==> src/focc_pkg.sv <==
// Purpose: shared constants and types for the frequency offset compensation config block
// Assumes: 8-bit register file on a plain strobe port
// Notes: offsets are byte addresses of the register port
package focc_pkg;
  localparam int ADDR_W = 8;
  localparam int DATA_W = 8;
  localparam logic [7:0] CFG_OFFSET = 8'h19;
  localparam logic [7:0] STAT_OFFSET = 8'h40;
  localparam int GATE_BIT = 5;
  localparam int PRE_K_LSB = 3;
  localparam int POST_K_BIT = 2;
  localparam int LIMIT_LSB = 0;
  localparam logic [7:0] CFG_RESET = 8'h36;
  localparam logic [7:0] CFG_WMASK = 8'h3F;
  localparam int GAIN_W = 4;
  localparam int OFS_W = 16;
  localparam logic [GAIN_W-1:0] GAIN_RESET = 4'h6;

  typedef struct packed {
    logic [1:0] rsvd;
    logic loop_freeze_until_sense;
    logic [1:0] pre_sync_freq_gain;
    logic post_sync_freq_gain;
    logic [1:0] freq_offset_saturation;
  } focc_cfg_t;

  // gain in units of K/2: 1 = K/2, 2 = K ... 8 = 4K
  typedef struct packed {
    logic loops_frozen;
    logic [GAIN_W-1:0] gain_half_k;
  } focc_loop_t;

  typedef enum logic [1:0] {
    FOCC_WAIT_SENSE = 2'b00,
    FOCC_PRE_SYNC = 2'b01,
    FOCC_POST_SYNC = 2'b11
  } focc_state_t;
endpackage

==> src/focc_clamp.sv <==
// Purpose: clamp a signed frequency offset to a saturation setting
// Assumes: bandwidth input is unsigned, same width as offset
// Notes: registered output
`timescale 1ns/1ps
`default_nettype none
module focc_clamp #(
  parameter int W = 16
) (
  // clock and reset
  input wire logic clk_sys_i,
  input wire logic rst_n_i,
  // operands
  input wire logic [1:0] sat_code_i,
  input wire logic [W-1:0] chan_bw_i,
  input wire logic signed [W-1:0] ofs_i,
  // result
  output logic signed [W-1:0] ofs_o
);
  logic [W-1:0] lim;
  logic signed [W:0] pos_lim;
  logic signed [W:0] ofs_ext;
  logic signed [W-1:0] nxt_ofs;

  // limit select: bw/8, bw/4, bw/2
  always_comb
  begin
    case (sat_code_i)
      2'h1: lim = chan_bw_i >> 3;
      2'h2: lim = chan_bw_i >> 2;
      2'h3: lim = chan_bw_i >> 1;
      default: lim = '0;
    endcase
    pos_lim = $signed({1'b0, lim});
    ofs_ext = {ofs_i[W-1], ofs_i};
    if (sat_code_i == 2'h0)
      nxt_ofs = '0;
    else if (ofs_ext > pos_lim)
      nxt_ofs = pos_lim[W-1:0];
    else if (ofs_ext < -pos_lim)
      nxt_ofs = W'(-pos_lim);
    else
      nxt_ofs = ofs_i;
  end

  // registered clamp result
  always_ff @(posedge clk_sys_i or negedge rst_n_i)
  begin
    if (!rst_n_i)
      ofs_o <= '0;
    else
      ofs_o <= nxt_ofs;
  end
endmodule
`default_nettype wire

==> src/focc_top.sv <==
// How it works
// - gate bit freezes loops until sense
// - pre-sync gain K, 2K, 3K, 4K
// - post-sync gain same or K/2
// - clamp offset to 0, bw/8, /4, /2
//
// Purpose: frequency offset compensation configuration and loop control
// Assumes: sense, sync and offset inputs come from logic on clk_sys_i
// Notes: a packet ends with rx_restart_i, returning to the wait state
//
// Implementation choices: the register offsets and the address-and-strobe port.
`timescale 1ns/1ps
`default_nettype none
module focc_top
  import focc_pkg::*;
#(
  parameter int OFS_WIDTH = focc_pkg::OFS_W
) (
  // clock and reset
  input wire logic clk_sys_i,
  input wire logic rst_n_i,
  // register port
  input wire logic [focc_pkg::ADDR_W-1:0] reg_addr_i,
  input wire logic [focc_pkg::DATA_W-1:0] reg_wdata_i,
  input wire logic reg_wr_i,
  input wire logic reg_rd_i,
  output logic [focc_pkg::DATA_W-1:0] reg_rdata_o,
  // demodulator events
  input wire logic carrier_sense_i,
  input wire logic sync_found_i,
  input wire logic rx_restart_i,
  // offset path
  input wire logic [OFS_WIDTH-1:0] chan_bw_i,
  input wire logic signed [OFS_WIDTH-1:0] raw_ofs_i,
  output logic signed [OFS_WIDTH-1:0] comp_ofs_o,
  // loop control
  output var focc_pkg::focc_loop_t loop_o
);
  import focc_pkg::*;

  focc_cfg_t cfg_ff;
  focc_state_t state_ff;
  focc_state_t nxt_state;
  focc_loop_t nxt_loop;
  logic [GAIN_W-1:0] pre_gain;

  // ------------------------------------------------------------
  // register file
  // ------------------------------------------------------------

  // config write, reserved bits stay zero
  // reset value load
  always_ff @(posedge clk_sys_i or negedge rst_n_i)
  begin
    if (!rst_n_i)
      cfg_ff <= focc_cfg_t'(CFG_RESET);
    else if (reg_wr_i && reg_addr_i == CFG_OFFSET)
      cfg_ff <= focc_cfg_t'(reg_wdata_i & CFG_WMASK);
  end

  // read data one cycle after the strobe
  always_ff @(posedge clk_sys_i or negedge rst_n_i)
  begin
    if (!rst_n_i)
      reg_rdata_o <= '0;
    else if (reg_rd_i && reg_addr_i == CFG_OFFSET)
      reg_rdata_o <= cfg_ff;
    else if (reg_rd_i && reg_addr_i == STAT_OFFSET)
      reg_rdata_o <= {3'h0, loop_o.loops_frozen, 2'h0, state_ff};
    else
      reg_rdata_o <= '0;
  end

  // ------------------------------------------------------------
  // loop sequencing
  // ------------------------------------------------------------

  // wait for carrier sense when gated
  always_comb
  begin
    nxt_state = state_ff;
    case (state_ff)
      FOCC_WAIT_SENSE:
        if (!cfg_ff.loop_freeze_until_sense || carrier_sense_i)
          nxt_state = FOCC_PRE_SYNC;
      FOCC_PRE_SYNC:
        if (sync_found_i)
          nxt_state = FOCC_POST_SYNC;
      FOCC_POST_SYNC:
        nxt_state = FOCC_POST_SYNC;
      default:
        nxt_state = FOCC_WAIT_SENSE;
    endcase
    if (rx_restart_i)
      nxt_state = FOCC_WAIT_SENSE;
  end

  // state register
  always_ff @(posedge clk_sys_i or negedge rst_n_i)
  begin
    if (!rst_n_i)
      state_ff <= FOCC_WAIT_SENSE;
    else
      state_ff <= nxt_state;
  end

  always_comb
  begin
    pre_gain = GAIN_W'({2'h0, cfg_ff.pre_sync_freq_gain} + 4'h1) << 1;
  end

  always_comb
  begin
    nxt_loop.loops_frozen = (nxt_state == FOCC_WAIT_SENSE) && cfg_ff.loop_freeze_until_sense;
    if (nxt_state == FOCC_POST_SYNC && cfg_ff.post_sync_freq_gain)
      nxt_loop.gain_half_k = 4'h1;
    else
      nxt_loop.gain_half_k = pre_gain;
  end

  // loop control register
  always_ff @(posedge clk_sys_i or negedge rst_n_i)
  begin
    if (!rst_n_i)
      loop_o <= '{loops_frozen: 1'b1, gain_half_k: GAIN_RESET};
    else
      loop_o <= nxt_loop;
  end

  // ------------------------------------------------------------
  // offset saturation
  // ------------------------------------------------------------

  focc_clamp #(
    .W(OFS_WIDTH)
  ) u_clamp (
    .clk_sys_i(clk_sys_i),
    .rst_n_i(rst_n_i),
    .sat_code_i(cfg_ff.freq_offset_saturation),
    .chan_bw_i(chan_bw_i),
    .ofs_i(raw_ofs_i),
    .ofs_o(comp_ofs_o)
  );

  // ------------------------------------------------------------
  // assertions
  // ------------------------------------------------------------

  a_freeze_until_sense: assert property (@(posedge clk_sys_i) disable iff (!rst_n_i)
    (cfg_ff.loop_freeze_until_sense && !carrier_sense_i && state_ff == FOCC_WAIT_SENSE && !rx_restart_i)
    |=> loop_o.loops_frozen) else $error("loops not frozen before sense");

  a_release_on_sense: assert property (@(posedge clk_sys_i) disable iff (!rst_n_i)
    (carrier_sense_i && !rx_restart_i) |=> !loop_o.loops_frozen) else $error("loops not released");

  a_pre_gain_map: assert property (@(posedge clk_sys_i) disable iff (!rst_n_i)
    (state_ff == FOCC_PRE_SYNC && $stable(cfg_ff)) |=>
    (state_ff != FOCC_PRE_SYNC) || loop_o.gain_half_k == 2 * ({2'h0, $past(cfg_ff.pre_sync_freq_gain)} + 1))
    else $error("pre-sync gain wrong");

  a_post_half_k: assert property (@(posedge clk_sys_i) disable iff (!rst_n_i)
    (state_ff == FOCC_POST_SYNC && cfg_ff.post_sync_freq_gain && !rx_restart_i)
    |=> loop_o.gain_half_k == 4'h1) else $error("post-sync gain not K/2");

  a_post_same_k: assert property (@(posedge clk_sys_i) disable iff (!rst_n_i)
    (state_ff == FOCC_POST_SYNC && !cfg_ff.post_sync_freq_gain && !rx_restart_i)
    |=> loop_o.gain_half_k == $past(pre_gain)) else $error("post-sync gain not pre gain");

  a_zero_limit: assert property (@(posedge clk_sys_i) disable iff (!rst_n_i)
    (cfg_ff.freq_offset_saturation == 2'h0) |=> comp_ofs_o == '0) else $error("offset not zeroed");

  a_half_bw_bound: assert property (@(posedge clk_sys_i) disable iff (!rst_n_i)
    (cfg_ff.freq_offset_saturation == 2'h3) |=>
    ($signed({comp_ofs_o[OFS_WIDTH-1], comp_ofs_o}) <= $signed({2'b00, $past(chan_bw_i) >> 1})))
    else $error("offset above bw/2");

  a_rsvd_zero: assert property (@(posedge clk_sys_i) disable iff (!rst_n_i)
    (reg_rd_i && reg_addr_i == CFG_OFFSET) |=> reg_rdata_o[7:6] == 2'h0) else $error("reserved bits set");

  // ------------------------------------------------------------
  // loop and register checks
  // ------------------------------------------------------------

  a_gate_off_free: assert property (@(posedge clk_sys_i) disable iff (!rst_n_i)
    (!cfg_ff.loop_freeze_until_sense && !rx_restart_i) |=> !loop_o.loops_frozen)
    else $error("loops frozen with gate off");

  a_restart_refreeze: assert property (@(posedge clk_sys_i) disable iff (!rst_n_i)
    (rx_restart_i && cfg_ff.loop_freeze_until_sense) |=>
    (loop_o.loops_frozen && state_ff == FOCC_WAIT_SENSE)) else $error("restart did not refreeze");

  a_restart_wait: assert property (@(posedge clk_sys_i) disable iff (!rst_n_i)
    rx_restart_i |=> state_ff == FOCC_WAIT_SENSE) else $error("restart did not return to wait");

  a_wait_needs_sense: assert property (@(posedge clk_sys_i) disable iff (!rst_n_i)
    (state_ff == FOCC_WAIT_SENSE && cfg_ff.loop_freeze_until_sense && !carrier_sense_i)
    |=> state_ff == FOCC_WAIT_SENSE) else $error("wait left without sense");

  a_frozen_in_wait: assert property (@(posedge clk_sys_i) disable iff (!rst_n_i)
    loop_o.loops_frozen |-> state_ff == FOCC_WAIT_SENSE) else $error("frozen outside wait state");

  a_status_read: assert property (@(posedge clk_sys_i) disable iff (!rst_n_i)
    (reg_rd_i && reg_addr_i == STAT_OFFSET) |=>
    (reg_rdata_o[4] == $past(loop_o.loops_frozen) && reg_rdata_o[1:0] == $past(state_ff)))
    else $error("status read wrong");

  // gain is K to 4K before sync
  a_pre_gain_set: assert property (@(posedge clk_sys_i) disable iff (!rst_n_i)
    state_ff != FOCC_POST_SYNC |-> loop_o.gain_half_k inside {4'h2, 4'h4, 4'h6, 4'h8})
    else $error("pre-sync gain outside K to 4K");

  a_sync_to_post: assert property (@(posedge clk_sys_i) disable iff (!rst_n_i)
    (state_ff == FOCC_PRE_SYNC && sync_found_i && !rx_restart_i) |=> state_ff == FOCC_POST_SYNC)
    else $error("sync did not reach post-sync");

  a_pre_needs_sync: assert property (@(posedge clk_sys_i) disable iff (!rst_n_i)
    (state_ff == FOCC_PRE_SYNC && !sync_found_i && !rx_restart_i) |=> state_ff == FOCC_PRE_SYNC)
    else $error("pre-sync left without sync");

  a_post_holds: assert property (@(posedge clk_sys_i) disable iff (!rst_n_i)
    (state_ff == FOCC_POST_SYNC && !rx_restart_i) |=> state_ff == FOCC_POST_SYNC)
    else $error("post-sync state left early");

  a_cfg_write: assert property (@(posedge clk_sys_i) disable iff (!rst_n_i)
    (reg_wr_i && reg_addr_i == CFG_OFFSET) |=> cfg_ff == $past(reg_wdata_i & CFG_WMASK))
    else $error("config write lost");

  a_cfg_kept: assert property (@(posedge clk_sys_i) disable iff (!rst_n_i)
    !(reg_wr_i && reg_addr_i == CFG_OFFSET) |=> $stable(cfg_ff)) else $error("config changed unasked");

  a_cfg_readback: assert property (@(posedge clk_sys_i) disable iff (!rst_n_i)
    (reg_rd_i && reg_addr_i == CFG_OFFSET) |=> reg_rdata_o == $past(cfg_ff)) else $error("config read wrong");

  a_reset_value: assert property (@(posedge clk_sys_i) disable iff (!rst_n_i)
    $rose(rst_n_i) |-> (cfg_ff == CFG_RESET && loop_o.loops_frozen && loop_o.gain_half_k == GAIN_RESET))
    else $error("reset values wrong");

  // ------------------------------------------------------------
  // clamp check helpers
  // ------------------------------------------------------------

  logic [OFS_WIDTH:0] raw_mag;
  logic [OFS_WIDTH:0] comp_mag;
  logic [OFS_WIDTH:0] cur_lim;

  // magnitudes of raw and clamped offset, one bit wider
  always_comb
  begin
    if (raw_ofs_i[OFS_WIDTH-1])
      raw_mag = -{raw_ofs_i[OFS_WIDTH-1], raw_ofs_i};
    else
      raw_mag = {1'b0, raw_ofs_i};
    if (comp_ofs_o[OFS_WIDTH-1])
      comp_mag = -{comp_ofs_o[OFS_WIDTH-1], comp_ofs_o};
    else
      comp_mag = {1'b0, comp_ofs_o};
  end

  // limit due this cycle: zero, bw/8, bw/4, bw/2
  always_comb
  begin
    case (cfg_ff.freq_offset_saturation)
      2'h1: cur_lim = {1'b0, chan_bw_i >> 3};
      2'h2: cur_lim = {1'b0, chan_bw_i >> 2};
      2'h3: cur_lim = {1'b0, chan_bw_i >> 1};
      default: cur_lim = '0;
    endcase
  end

  // ------------------------------------------------------------
  // clamp checks
  // ------------------------------------------------------------

  a_clamp_bound: assert property (@(posedge clk_sys_i) disable iff (!rst_n_i)
    1'b1 |=> comp_mag <= $past(cur_lim)) else $error("offset beyond saturation");

  a_clamp_pass: assert property (@(posedge clk_sys_i) disable iff (!rst_n_i)
    (cfg_ff.freq_offset_saturation != 2'h0 && raw_mag <= cur_lim) |=> comp_ofs_o == $past(raw_ofs_i))
    else $error("offset inside limit altered");

  a_clamp_sat: assert property (@(posedge clk_sys_i) disable iff (!rst_n_i)
    (raw_mag > cur_lim) |=> (comp_mag == $past(cur_lim)) &&
    (comp_ofs_o[OFS_WIDTH-1] == $past(raw_ofs_i[OFS_WIDTH-1]) || comp_mag == '0))
    else $error("offset not saturated to limit");
endmodule
`default_nettype wire

==> config.mk <==
export PLATFORM = sky130hd
export DESIGN_NAME = focc_top
export DESIGN_NICKNAME = d
export VERILOG_FILES = /design/src/focc_pkg.sv /design/src/focc_clamp.sv /design/src/focc_top.sv
export SDC_FILE = /design/constraint.sdc
export NUM_CORES = 1
export LEC_CHECK = 0
export ABC_AREA = 1
export BUFFER_PORTS_ARGS = -buffer_cell sky130_fd_sc_hd__buf_2
export CORE_MARGIN = 4
export CORE_UTILIZATION = 40
export CTS_BUF_LIST = sky130_fd_sc_hd__clkbuf_8
export CTS_CLUSTER_DIAMETER = 150
export DETAILED_ROUTE_END_ITERATION = 10
export PLACE_DENSITY = 0.76
export SYNTH_ARGS = -nofsm -noshare
export SYNTH_HDL_FRONTEND = slang
export SYNTH_HIERARCHICAL = 1
export SYNTH_SLANG_ARGS = --single-unit
==> constraint.sdc <==
create_clock -name clk_sys_i -period 3.5 [get_ports clk_sys_i]
set_clock_uncertainty 0.2 [all_clocks]
set_input_delay 0.35 -clock clk_sys_i [delete_from_list [all_inputs] [get_ports clk_sys_i]]
set_output_delay 0.35 -clock clk_sys_i [all_outputs]
set_load 0.03 [all_outputs]
==> flow_summary.yaml, run 1 <==
critical_path:
  path_common_cell: "sky130_fd_sc_hd__nor2_2"
  r2r.worst_path.cells: 25
  critPathMaxFanout: 6
  worstSetupEndpointType: "register"
  critical_path.slowest_cell: "sky130_fd_sc_hd__dfstp_2"
  critical_path_max_stage_delay_ns: 0.62
  worstPathBufferInverterCount: 7
  worstPathRequired_ns: 3.48
  slack_of_the_worst_reg_to_reg_path_ns: 0.04
  critical_path.startpoint: "cfg_ff[1]"
  worstSetupPathType: "reg2reg"
  r2r_end: "u_clamp/ofs_o[7]"
  timing.critical_path.max_delay_family: "simple AND/OR/NAND/NOR gates"
  r2r_start: "cfg_ff[1]"
  startpoint_type: "register"
  critical_path_arrival_ns: 3.44
clock_tree:
  clock_latency_of_the_later_clocked_register_in_the_worst_skew_pair_ns: 0.28
  htree_levels: 2
  cts_root_buf: "sky130_fd_sc_hd__clkbuf_8"
  tritoncts.num_buffers: 5
  clock_pin_slew_worst_setup_and_hold_paths_ns: 0.07
  clock_sinks: 35
  cts_max_path_buffers: 2
  tritoncts: "yes"
layout:
  antenna_cells_inserted: 0
  fin_area_um2: 4720
  core_util_final: 0.569
  area_growth_pct: 37.5
  filler_cell_count: 753
  most_common_library_cell_in_the_layout_ignoring_fill_and_taps: "sky130_fd_sc_hd__nand2_1"
  drive_above_1_share: 0.397
  fin_cells: 743
  final_cell_mix: "148 x sky130_fd_sc_hd__nand2_1, 78 x sky130_fd_sc_hd__buf_2, 61 x sky130_fd_sc_hd__inv_1"
  final_nets: 725
yosys:
  netlist-cell-type-count: 37
  synth_top_family_by_area: "simple AND/OR/NAND/NOR gates"
  yosys.area.top_type: "sky130_fd_sc_hd__dfrtp_1"
  synth_edf_count: 0
  proportion_of_netlist_area_held_by_the_largest_area_contributor: 0.204
  syn-cell-area_um2: 3430
  synth.top_cells.by_area: "sky130_fd_sc_hd__dfrtp_1 20%, sky130_fd_sc_hd__nand2_1 18%, sky130_fd_sc_hd__ha_1 12%"
  synthSimpleGateAreaFrac: 0.475
  synthArstFlopShare: 1.00
  ys.warnings.count: 6
  synth_fa_ha_area_frac: 0.120
  compound_gate_fraction_of_synth_area: 0.0324
  synth_top_flop_cell: "sky130_fd_sc_hd__dfrtp_1"
  synth.yosys.seq_area_share: 0.258
  post_synth_mux_area_share: 0
  post_synth_inst_count: 512
  synth_seq_cells: 35
  synth_xor_area_frac: 0.0128
  mean_instance_size_in_the_synthesized_netlist_um2: 6.70
grt:
  first_global_vias: 3437
  grt_remaining_overflow: 0
  global_route_wire_length_before_repair_um: 14800
  grt_start_max_net_pins: 36
  grt_antenna_before_repair: 0
  grt_util_all_layers: 0.176
timing:
  setup_viol: 0
  grt_setup_unrepaired: "true"
  whs_ns: 0.0855
  final-hold-violation-count: 0
  max_clock_freq_mhz: 289
  finalSetupTns_ns: 0
  worst_slew_pin_slew_ns: 0.722
  max_slew_margin: 0.519
  finalMaxSlewViolations: 0
  finalCritPeriodShare: 0.988
  setup_ws_ns: 0.0403
  period_minus_slack_ns: 3.46
power:
  seq_power_share: 0.238
  internal_power_mw: 1.10
  clock_power_share: 0.190
  power.net_switching_mw: 0.782
  netSwitchingFraction: 0.416
  fin_total_pwr_mw: 1.88
  power.ir.vdd_worst_v: 0.000185
  power_density_nw_per_um2: 398
  logic_pwr_share: 0.573
  p_leak_nw: 2.85
place:
  post-place-ws_ns: -0.122
  place_inst: 727
  dpl-instance-area_um2: 4200
  weighted_congestion_reported_at_the_end_of_routability_driven_placement: 0.886
  place_hpwl_um: 7500
  io_buffer_count: 78
worst_hold_path:
  worstHoldEndpoint: "cfg_ff[1]"
  min-delay-start: "reg_wdata_i[1]"
  hold_path.class: "in2reg"
  min_delay_path_depth: 3
routing:
  via_count: 3591
  final_antenna_net_count: 0
  post_drt_wl_per_cell_um: 12.4
  drt_first_pass_iters: 5
  avgViaCountPerCell: 4.83
  drc: 0
  totalWireLength_um: 9190
  detail_route.iter0.violations: 169
run_status:
  outcome: "complete, no violations"
run:
  max_cap_viol_count: 0
floorplanning:
  fp.dieH_um: 101
  die_w_um: 101
  initial_utilization: 0.414
  rows: 33
  io_count: 84
  die_area_um2: 10100
  coreArea_um2: 8300
area by class of cell:
class                           count  area (um2)  area share
Multi-Input combinational cell    395        2510       0.531
Clock buffer                        5        68.8      0.0146
Tap cell                          105         131      0.0278
Clock inverter                      3        43.8     0.00928
Inverter                           75         292      0.0618
Sequential cell                    35         885       0.187
Timing Repair Buffer              125         792       0.168
cells by family (layout without fill, tap and decap cells):
| logic type | Yosys count | in the layout |
|---|---|---|
| XOR/XNOR | 5 | 5 |
| AO/OA/AOI/OAI | 20 | 20 |
| AND/OR/NAND/NOR | 335 | 335 |
| buffers and inverters | 83 | 208 |
| adder cells (fa/ha/maj) | 33 | 33 |
| other | 1 | 2 |
| flip-flops | 35 | 35 |
synth_stat cells (2+ instances only):
library cell,number
sky130_fd_sc_hd__nand3_2,3
sky130_fd_sc_hd__nor3_1,2
sky130_fd_sc_hd__nor2_1,72
sky130_fd_sc_hd__nand2_4,5
sky130_fd_sc_hd__inv_1,68
sky130_fd_sc_hd__nand4_1,5
sky130_fd_sc_hd__nand3b_1,10
sky130_fd_sc_hd__xor2_1,4
sky130_fd_sc_hd__and2_1,2
sky130_fd_sc_hd__dfstp_2,7
sky130_fd_sc_hd__ha_1,33
sky130_fd_sc_hd__nor2_8,4
sky130_fd_sc_hd__inv_4,2
sky130_fd_sc_hd__buf_4,3
sky130_fd_sc_hd__nand3_1,36
sky130_fd_sc_hd__a21oi_1,11
sky130_fd_sc_hd__buf_6,2
sky130_fd_sc_hd__dfrtp_1,28
sky130_fd_sc_hd__a21o_1,2
sky130_fd_sc_hd__buf_2,2
sky130_fd_sc_hd__nor2_4,7
sky130_fd_sc_hd__inv_2,5
sky130_fd_sc_hd__nand2_1,164
sky130_fd_sc_hd__o21ai_0,3
sky130_fd_sc_hd__nand2_2,10
sky130_fd_sc_hd__nor2_2,11
state kept, by name (all words and copies together) (netlist names):
register,cells
cfg_ff,6
loop_o,5
reg_rdata_o,6
state_ff,2
u_clamp/ofs_o,16
tightest hold or removal path, stage by stage:
cell and delay [ns]:
sky130_fd_sc_hd__buf_2 0.10, sky130_fd_sc_hd__nand3_1 0.07, sky130_fd_sc_hd__nand2_1 0.05
timing repair:
item | 4_1_cts | 5_1_grt
hold buffers | 1 | 0
buffers inserted | 1 | 6
hold endpoints to repair | 28 | 0
gates resized for setup | 13 | 75
endpoints found under the setup margin | 16 | 16
pin swaps | 4 | 36
power groups by stage:
| stage | registers [mW] | logic [mW] | clock network (mW) |
|---|---|---|---|
| 2_1_floorplan | 0.499 | 0.515 | 0 |
| 3_5_place_dp | 0.454 | 0.860 | 0 |
| 4_1_cts | 0.447 | 0.899 | 0.362 |
| 6_report | 0.446 | 1.08 | 0.356 |
| 3_3_place_gp | 0.454 | 0.831 | 0 |
| 5_1_grt | 0.449 | 1.19 | 0.382 |
metal layers:
layer | vias up | global-route usage | wire, um | share of wire
li1 | 1826 | - | - | -
met1 | 1644 | 0.222 | 3920 | 0.43
met2 | 111 | 0.317 | 4660 | 0.51
met3 | 10 | 0.0235 | 526 | 0.057
met4 | 0 | 0.0404 | 93 | 0.010
met5 | - | 0 | 0 | 0
how the worst max path moves through the flow:
| stage | end | slack [ns] | cells past startpoint |
|---|---|---|---|
| 3_3_place_gp | u_clamp/ofs_o[9] | 0.008 | 25 |
| 6_report | u_clamp/ofs_o[7] | 0.04 | 25 |
| 4_1_cts | u_clamp/ofs_o[10] | 0.01 | 27 |
| 3_5_place_dp | u_clamp/ofs_o[7] | -0.12 | 28 |
| 2_1_floorplan | u_clamp/ofs_o[6] | 0.09 | 27 |
| 5_1_grt | u_clamp/ofs_o[9] | -0.18 | 27 |
Note: power is estimated with default switching activity, not from simulation.
==> run 2, diff against run 1 <==
PLACE_DENSITY = 0.74   (was 0.76)
SLEW_MARGIN = 30   (was unset)
clock period = 3.8 ns   (was 3.5 ns; I/O delays follow)
==> flow_summary.yaml, run 2 (synthesized netlist as in run 1, its figures left out) <==
timing:
  worst_slew_pin_slew_ns: 0.727
  max_slew_margin: 0.515
  grt_setup_unrepaired: "true"
  final-hold-violation-count: 0
  max_clock_freq_mhz: 282
  period_minus_slack_ns: 3.55
  whs_ns: 0.0981
  finalMaxSlewViolations: 0
  setup_viol: 0
  finalCritPeriodShare: 0.934
power:
  clock_power_share: 0.223
  logic_pwr_share: 0.506
  power.net_switching_mw: 0.637
  seq_power_share: 0.271
  netSwitchingFraction: 0.418
  fin_total_pwr_mw: 1.53
  p_leak_nw: 2.61
  power.ir.vdd_worst_v: 0.000136
  internal_power_mw: 0.888
  power_density_nw_per_um2: 364
layout:
  final_nets: 694
  largestRegisters: "u_clamp/ofs_o: 16 flops, cfg_ff: 6 flops, reg_rdata_o: 6 flops"
  most_common_library_cell_in_the_layout_ignoring_fill_and_taps: "sky130_fd_sc_hd__nand2_1"
  final_cell_mix: "161 x sky130_fd_sc_hd__nand2_1, 78 x sky130_fd_sc_hd__buf_2, 68 x sky130_fd_sc_hd__nor2_1"
  antenna_cells_inserted: 0
  area_growth_pct: 22.0
  fin_area_um2: 4190
  drive_above_1_share: 0.282
  largest_register_ffs: 16
  fin_cells: 712
  regMostFlops: "u_clamp/ofs_o"
run_status:
  outcome: "complete, no violations"
critical_path:
  worstSetupEndpointType: "register"
  r2r.worst_path.cells: 26
  r2r_end: "u_clamp/ofs_o[10]"
  startpoint_type: "register"
  worstPathRequired_ns: 3.77
  r2r_start: "cfg_ff[1]"
  worstSetupPathType: "reg2reg"
  critPathMaxFanout: 8
  slack_of_the_worst_reg_to_reg_path_ns: 0.25
  critical_path_arrival_ns: 3.52
clock_tree:
  cts_root_buf: "sky130_fd_sc_hd__clkbuf_8"
  clock_sinks: 35
  tritoncts.num_buffers: 5
  clock_pin_slew_worst_setup_and_hold_paths_ns: 0.08
  clock_latency_of_the_later_clocked_register_in_the_worst_skew_pair_ns: 0.29
  htree_levels: 2
  cts_max_path_buffers: 2
  tritoncts: "yes"
routing:
  drt_first_pass_iters: 5
  drc: 0
  totalWireLength_um: 8520
  post_drt_wl_per_cell_um: 12.0
  via_count: 3381
  avgViaCountPerCell: 4.75
  final_antenna_net_count: 0
  detail_route.iter0.violations: 185
floorplanning:
  initial_utilization: 0.414
  rows: 33
  fp.dieH_um: 101
  die_w_um: 101
  die_area_um2: 10100
  coreArea_um2: 8300
  io_count: 84
grt:
  grt_start_max_net_pins: 36
  globalRoute.busiestLayer: "met2"
  grt_util_all_layers: 0.170
  global_route_wire_length_before_repair_um: 14100
  grt.met1_usage: 0.230
  grt_remaining_overflow: 0
  globalRouteMet3Util: 0.0256
  grt_antenna_before_repair: 0
  grtUsageMet2: 0.289
  first_global_vias: 3123
place:
  weighted_congestion_reported_at_the_end_of_routability_driven_placement: 0.959
  io_buffer_count: 78
  place_hpwl_um: 7240
  dpl-instance-area_um2: 3980
  place_inst: 699
run:
  max_cap_viol_count: 0
worst_hold_path:
  worstHoldEndpoint: "cfg_ff[1]"
  min-delay-start: "reg_wdata_i[1]"
  hold_path.class: "in2reg"
  min_delay_path_depth: 3
run 2: cell count changes in the layout (fill, tap and decap cells not counted), moves of 4 or more:
cell / change
sky130_fd_sc_hd__buf_4: -23
sky130_fd_sc_hd__nor2_1: +18
sky130_fd_sc_hd__nand2_1: +13
sky130_fd_sc_hd__nor2_2: -13
sky130_fd_sc_hd__nand2_2: -8
sky130_fd_sc_hd__inv_2: -7
sky130_fd_sc_hd__buf_6: -6
sky130_fd_sc_hd__inv_1: +6
sky130_fd_sc_hd__nand3_1: +6
sky130_fd_sc_hd__nand2_4: -5
sky130_fd_sc_hd__nor2_4: -5
sky130_fd_sc_hd__ha_1: +4
sky130_fd_sc_hd__ha_4: -4
sky130_fd_sc_hd__nand3_2: -4
run 2: how the worst max path moves through the flow:
| stage | start | endpoint | depth (start not counted) |
|---|---|---|---|
| after CTS | cfg_ff[1] | u_clamp/ofs_o[10] | 24 |
| after floorplan | cfg_ff[1] | u_clamp/ofs_o[6] | 27 |
| after global placement | cfg_ff[0] | u_clamp/ofs_o[9] | 24 |
| after detailed placement | cfg_ff[0] | u_clamp/ofs_o[10] | 23 |
| after global routing | cfg_ff[1] | u_clamp/ofs_o[9] | 25 |
| final | cfg_ff[1] | u_clamp/ofs_o[10] | 26 |
run 2: per-stage QoR:
stage / util / worst slack [ns] / setup TNS (ns)
after floorplan: - / 0.388 / 0
after global placement: 0.480 / 0.124 / 0
after detailed placement: 0.480 / 0.0329 / 0
after CTS: 0.496 / 0.0261 / 0
after global routing: 0.505 / -0.00707 / -0.00981
final: 0.505 / 0.251 / 0
run 2: critical path, cell delays in order (launching register included):
cell and delay [ns]:
sky130_fd_sc_hd__dfstp_2 0.62, sky130_fd_sc_hd__buf_4 0.15, sky130_fd_sc_hd__nand2_4 0.07, sky130_fd_sc_hd__inv_4 0.11
sky130_fd_sc_hd__nand2_1 0.07, sky130_fd_sc_hd__nand3_2 0.09, sky130_fd_sc_hd__inv_2 0.05, sky130_fd_sc_hd__ha_4 0.17
sky130_fd_sc_hd__nand3_4 0.13, sky130_fd_sc_hd__nor2_4 0.06, sky130_fd_sc_hd__buf_4 0.13, sky130_fd_sc_hd__nand3_1 0.09
sky130_fd_sc_hd__nand2_1 0.08, sky130_fd_sc_hd__ha_1 0.29, sky130_fd_sc_hd__nand2_1 0.07, sky130_fd_sc_hd__nand2_1 0.05
sky130_fd_sc_hd__nand2_1 0.05, sky130_fd_sc_hd__nand2_1 0.06, sky130_fd_sc_hd__nand2_1 0.06, sky130_fd_sc_hd__nand2_1 0.06
sky130_fd_sc_hd__nor2_2 0.11, sky130_fd_sc_hd__nand2_1 0.07, sky130_fd_sc_hd__nand2_2 0.08, sky130_fd_sc_hd__nand3_1 0.10
sky130_fd_sc_hd__buf_4 0.18, sky130_fd_sc_hd__a21oi_1 0.14, sky130_fd_sc_hd__nor2_1 0.08
run 2: power groups by stage:
stage                     sequential [mW]  combinational, mW  clock, mW
after floorplan                     0.460              0.475          0
after global placement              0.421              0.712          0
after detailed placement            0.421              0.730          0
after CTS                           0.414              0.735      0.348
after global routing                0.416              0.876      0.365
final                               0.413              0.772      0.340
run 2: cell type report:
class / count / area [um2]
Fill cell: 818 / 4110
Multi-Input combinational cell: 395 / 2250
Tap cell: 105 / 131
Clock inverter: 3 / 47.5
Clock buffer: 5 / 68.8
Inverter: 75 / 289
Sequential cell: 35 / 886
Timing Repair Buffer: 94 / 517
run 2: what timing repair did:
item                                    4_1_cts  5_1_grt
hold endpoints to repair                     28        0
pin swaps                                     0        4
endpoints found under the setup margin        1       16
setup buffers                                 1        3
gates resized for setup                       1       14
hold buffers                                  1        0
run 2: layer usage:
metal	routed length [um]	up-vias	share of wire
met5	0	-	0
met4	71	0	0.0083
met3	632	9	0.074
met2	3950	103	0.46
met1	3870	1506	0.45
li1	-	1763	-
==> run 3, diff against run 2 <==
CORE_UTILIZATION = 56   (was 40)
PLACE_DENSITY = 0.94   (was 0.74)
SYNTH_HIERARCHICAL = unset   (was 1)
==> flow_summary.yaml, run 3 <==
yosys:
  synthArstFlopShare: 1.00
  ys.warnings.count: 0
  yosys-top-cells-count: "129 x sky130_fd_sc_hd__nand2_1, 63 x sky130_fd_sc_hd__inv_1, 55 x sky130_fd_sc_hd__nor2_1"
  synth_seq_cells: 35
  netlist-cell-type-count: 38
  syn-cell-area_um2: 3400
  synth.top_cells.by_area: "sky130_fd_sc_hd__dfrtp_1 21%, sky130_fd_sc_hd__nand2_1 14%, sky130_fd_sc_hd__ha_1 12%"
  synth.yosys.seq_area_share: 0.260
  synth.most_common_cell: "sky130_fd_sc_hd__nand2_1"
  proportion_of_netlist_area_held_by_the_largest_area_contributor: 0.206
  synth_top_flop_cell: "sky130_fd_sc_hd__dfrtp_1"
  yosys.area.top_type: "sky130_fd_sc_hd__dfrtp_1"
  mean_instance_size_in_the_synthesized_netlist_um2: 7.19
  post_synth_inst_count: 473
  synth_edf_count: 0
grt:
  grt_util_all_layers: 0.253
  global_route_wire_length_before_repair_um: 15000
  first_global_vias: 3366
  grt_start_max_net_pins: 36
  grt_antenna_before_repair: 0
  grt_remaining_overflow: 0
floorplanning:
  rows: 28
  coreArea_um2: 5920
  io_count: 84
  die_area_um2: 7380
  die_w_um: 85.9
  initial_utilization: 0.574
  fp.dieH_um: 85.9
timing:
  period_minus_slack_ns: 3.73
  worst_slew_pin_slew_ns: 0.786
  setup_viol: 0
  max_clock_freq_mhz: 268
  final-hold-violation-count: 0
  finalCritPeriodShare: 0.982
  max_slew_margin: 0.476
  finalMaxSlewViolations: 0
worst_hold_path:
  hold_path.class: "in2reg"
  min-delay-start: "reg_wdata_i[4]"
clock_tree:
  tritoncts.num_buffers: 5
  htree_levels: 2
  cts_root_buf: "sky130_fd_sc_hd__clkbuf_8"
  clock_pin_slew_worst_setup_and_hold_paths_ns: 0.08
  cts_max_path_buffers: 2
  clock_latency_of_the_later_clocked_register_in_the_worst_skew_pair_ns: 0.30
  clock_sinks: 35
  tritoncts: "yes"
routing:
  totalWireLength_um: 9960
  drc: 0
  via_count: 3592
  detail_route.iter0.violations: 347
  drt_first_pass_iters: 6
  avgViaCountPerCell: 5.54
  post_drt_wl_per_cell_um: 15.4
  final_antenna_net_count: 0
critical_path:
  critical_path.slowest_cell: "sky130_fd_sc_hd__dfstp_2"
  critical_path.startpoint: "cfg_ff[1]"
  worstSetupPathType: "reg2reg"
  timing.critical_path.max_delay_family: "simple AND/OR/NAND/NOR gates"
  worstSetupEndpointType: "register"
  critPathMaxFanout: 6
  r2r_start: "cfg_ff[1]"
  timing.critical_path.cells: "nor2_2, nand2_1, nand3_2, inv_2, ha_2, inv_1, nor2_2, nand2_4, nor2_8, xor2_2, inv_1, ha_1, nand2_1, nor2_2, nand3_1, nor2_2, nor2_4, nand3_4, buf_4, nand3_4, nor2_4, nor2_1"
  critical_path_arrival_ns: 3.72
  worstPathRequired_ns: 3.79
  path_common_cell: "sky130_fd_sc_hd__nor2_2"
  critical_path_max_stage_delay_ns: 0.59
  startpoint_type: "register"
  worstPathBufferInverterCount: 4
power:
  fin_total_pwr_mw: 1.67
  p_leak_nw: 2.51
  power_density_nw_per_um2: 395
  power.ir.vdd_worst_v: 0.000239
run:
  max_cap_viol_count: 0
place:
  weighted_congestion_reported_at_the_end_of_routability_driven_placement: 0.933
  io_buffer_count: 78
  place_hpwl_um: 6890
layout:
  drive_above_1_share: 0.358
  area_growth_pct: 24.1
  core_util_final: 0.713
  regMostFlops: "u_clamp.ofs_o"
  most_common_library_cell_in_the_layout_ignoring_fill_and_taps: "sky130_fd_sc_hd__nand2_1"
  largest_register_ffs: 16
  final_cell_mix: "124 x sky130_fd_sc_hd__nand2_1, 78 x sky130_fd_sc_hd__buf_2, 62 x sky130_fd_sc_hd__inv_1"
  largestRegisters: "u_clamp.ofs_o: 16 flops, cfg_ff: 6 flops, reg_rdata_o: 6 flops"
  final_nets: 660
  antenna_cells_inserted: 0
run_status:
  outcome: "complete, no violations"
-- run 3: cell types whose count changed in the layout (fill, tap and decap cells not counted), moves of 4 or more --
| cell | before | now |
|---|---|---|
| sky130_fd_sc_hd__inv_1 | 67 | 62 |
| sky130_fd_sc_hd__inv_2 | 5 | 11 |
| sky130_fd_sc_hd__mux2_2 | 0 | 6 |
| sky130_fd_sc_hd__nand2_1 | 161 | 124 |
| sky130_fd_sc_hd__nand3_2 | 4 | 9 |
| sky130_fd_sc_hd__nand3_4 | 1 | 7 |
| sky130_fd_sc_hd__nor2_1 | 68 | 45 |
| sky130_fd_sc_hd__nor2_4 | 7 | 11 |
-- run 3: final cells by class --
| cell class | count | area [um2] |
|---|---|---|
| clock buffers | 5 | 68.8 |
| clock inverters | 3 | 47.5 |
| fillers | 444 | 1700 |
| inverters | 75 | 284 |
| multi-input cells | 358 | 2300 |
| flip-flops and latches | 35 | 886 |
| well taps | 75 | 93.8 |
| repair buffers | 97 | 539 |
-- run 3: final timing paths --
check | to | slack [ns] | cells after the start
max | u_clamp.ofs_o[5] | 0.07 | 22
min | cfg_ff[4] | 0.11 | 2
max reg2reg | u_clamp.ofs_o[5] | 0.07 | 22
min reg2reg | reg_rdata_o[2] | 0.29 | 2
max in group asynchronous | cfg_ff[0] | 2.36 | 2
min in group asynchronous | u_clamp.ofs_o[11] | 0.49 | 2
-- run 3: repair_timing --
| action | in CTS | in global routing |
|---|---|---|
| hold endpoints to repair | 28 | 0 |
| gates resized for setup | 0 | 29 |
| hold buffers | 1 | 0 |
| setup endpoints to repair | 0 | 16 |
| buffers inserted | 0 | 4 |
-- run 3: per-layer routing --
| layer | vias to the layer above | routed length, um | track usage |
|---|---|---|---|
| met5 | - | 0 | 0 |
| met4 | 0 | 372 | 0.124 |
| met3 | 50 | 810 | 0.0346 |
| met2 | 220 | 4980 | 0.449 |
| met1 | 1639 | 3790 | 0.295 |
| li1 | 1683 | - | - |
-- run 3: cell families (layout without fill, tap and decap cells) --
family,after synthesis,in the layout,share of synthesized area
flops,35,35,0.260
simple gates,291,293,0.446
fa+ha+maj,33,33,0.121
xor+xnor,5,5,0.0173
mux,6,6,0.0199
buf+inv,83,180,0.0997
compound gates,19,19,0.0342
other cells,1,2,0.00110
-- run 3: report_power, final --
part	internal (mW)	switching (mW)
Sequential	0.399	0.00936
Clock	0.199	0.163
Combinational	0.315	0.583
Total	0.913	0.755
-- run 3: worst reg2reg max path, cell delays in order (launching register included) --
cell	delay [ns]
sky130_fd_sc_hd__dfstp_2	0.59
sky130_fd_sc_hd__nor2_2	0.08
sky130_fd_sc_hd__nand2_1	0.08
sky130_fd_sc_hd__nand3_2	0.11
sky130_fd_sc_hd__inv_2	0.09
sky130_fd_sc_hd__ha_2	0.17
sky130_fd_sc_hd__inv_1	0.05
sky130_fd_sc_hd__nor2_2	0.13
sky130_fd_sc_hd__nand2_4	0.10
sky130_fd_sc_hd__nor2_8	0.15
sky130_fd_sc_hd__xor2_2	0.17
sky130_fd_sc_hd__inv_1	0.06
sky130_fd_sc_hd__ha_1	0.29
sky130_fd_sc_hd__nand2_1	0.09
sky130_fd_sc_hd__nor2_2	0.21
sky130_fd_sc_hd__nand3_1	0.13
sky130_fd_sc_hd__nor2_2	0.16
sky130_fd_sc_hd__nor2_4	0.06
sky130_fd_sc_hd__nand3_4	0.11
sky130_fd_sc_hd__buf_4	0.19
sky130_fd_sc_hd__nand3_4	0.19
sky130_fd_sc_hd__nor2_4	0.15
sky130_fd_sc_hd__nor2_1	0.06
-- run 3: metrics by stage --
step                setup TNS, ns  hold WS [ns]  area, um2  std cells  setup WS [ns]
floorplan                       0        -0.116       3400        474          0.177
global placement                0         0.270       3940        633          0.163
detailed placement              0         0.275       3940        633         0.0706
CTS                             0        0.0867       4070        642        0.00310
global route               -0.538        0.0990       4220        648        -0.0820
finish                          0         0.107       4220        648         0.0677
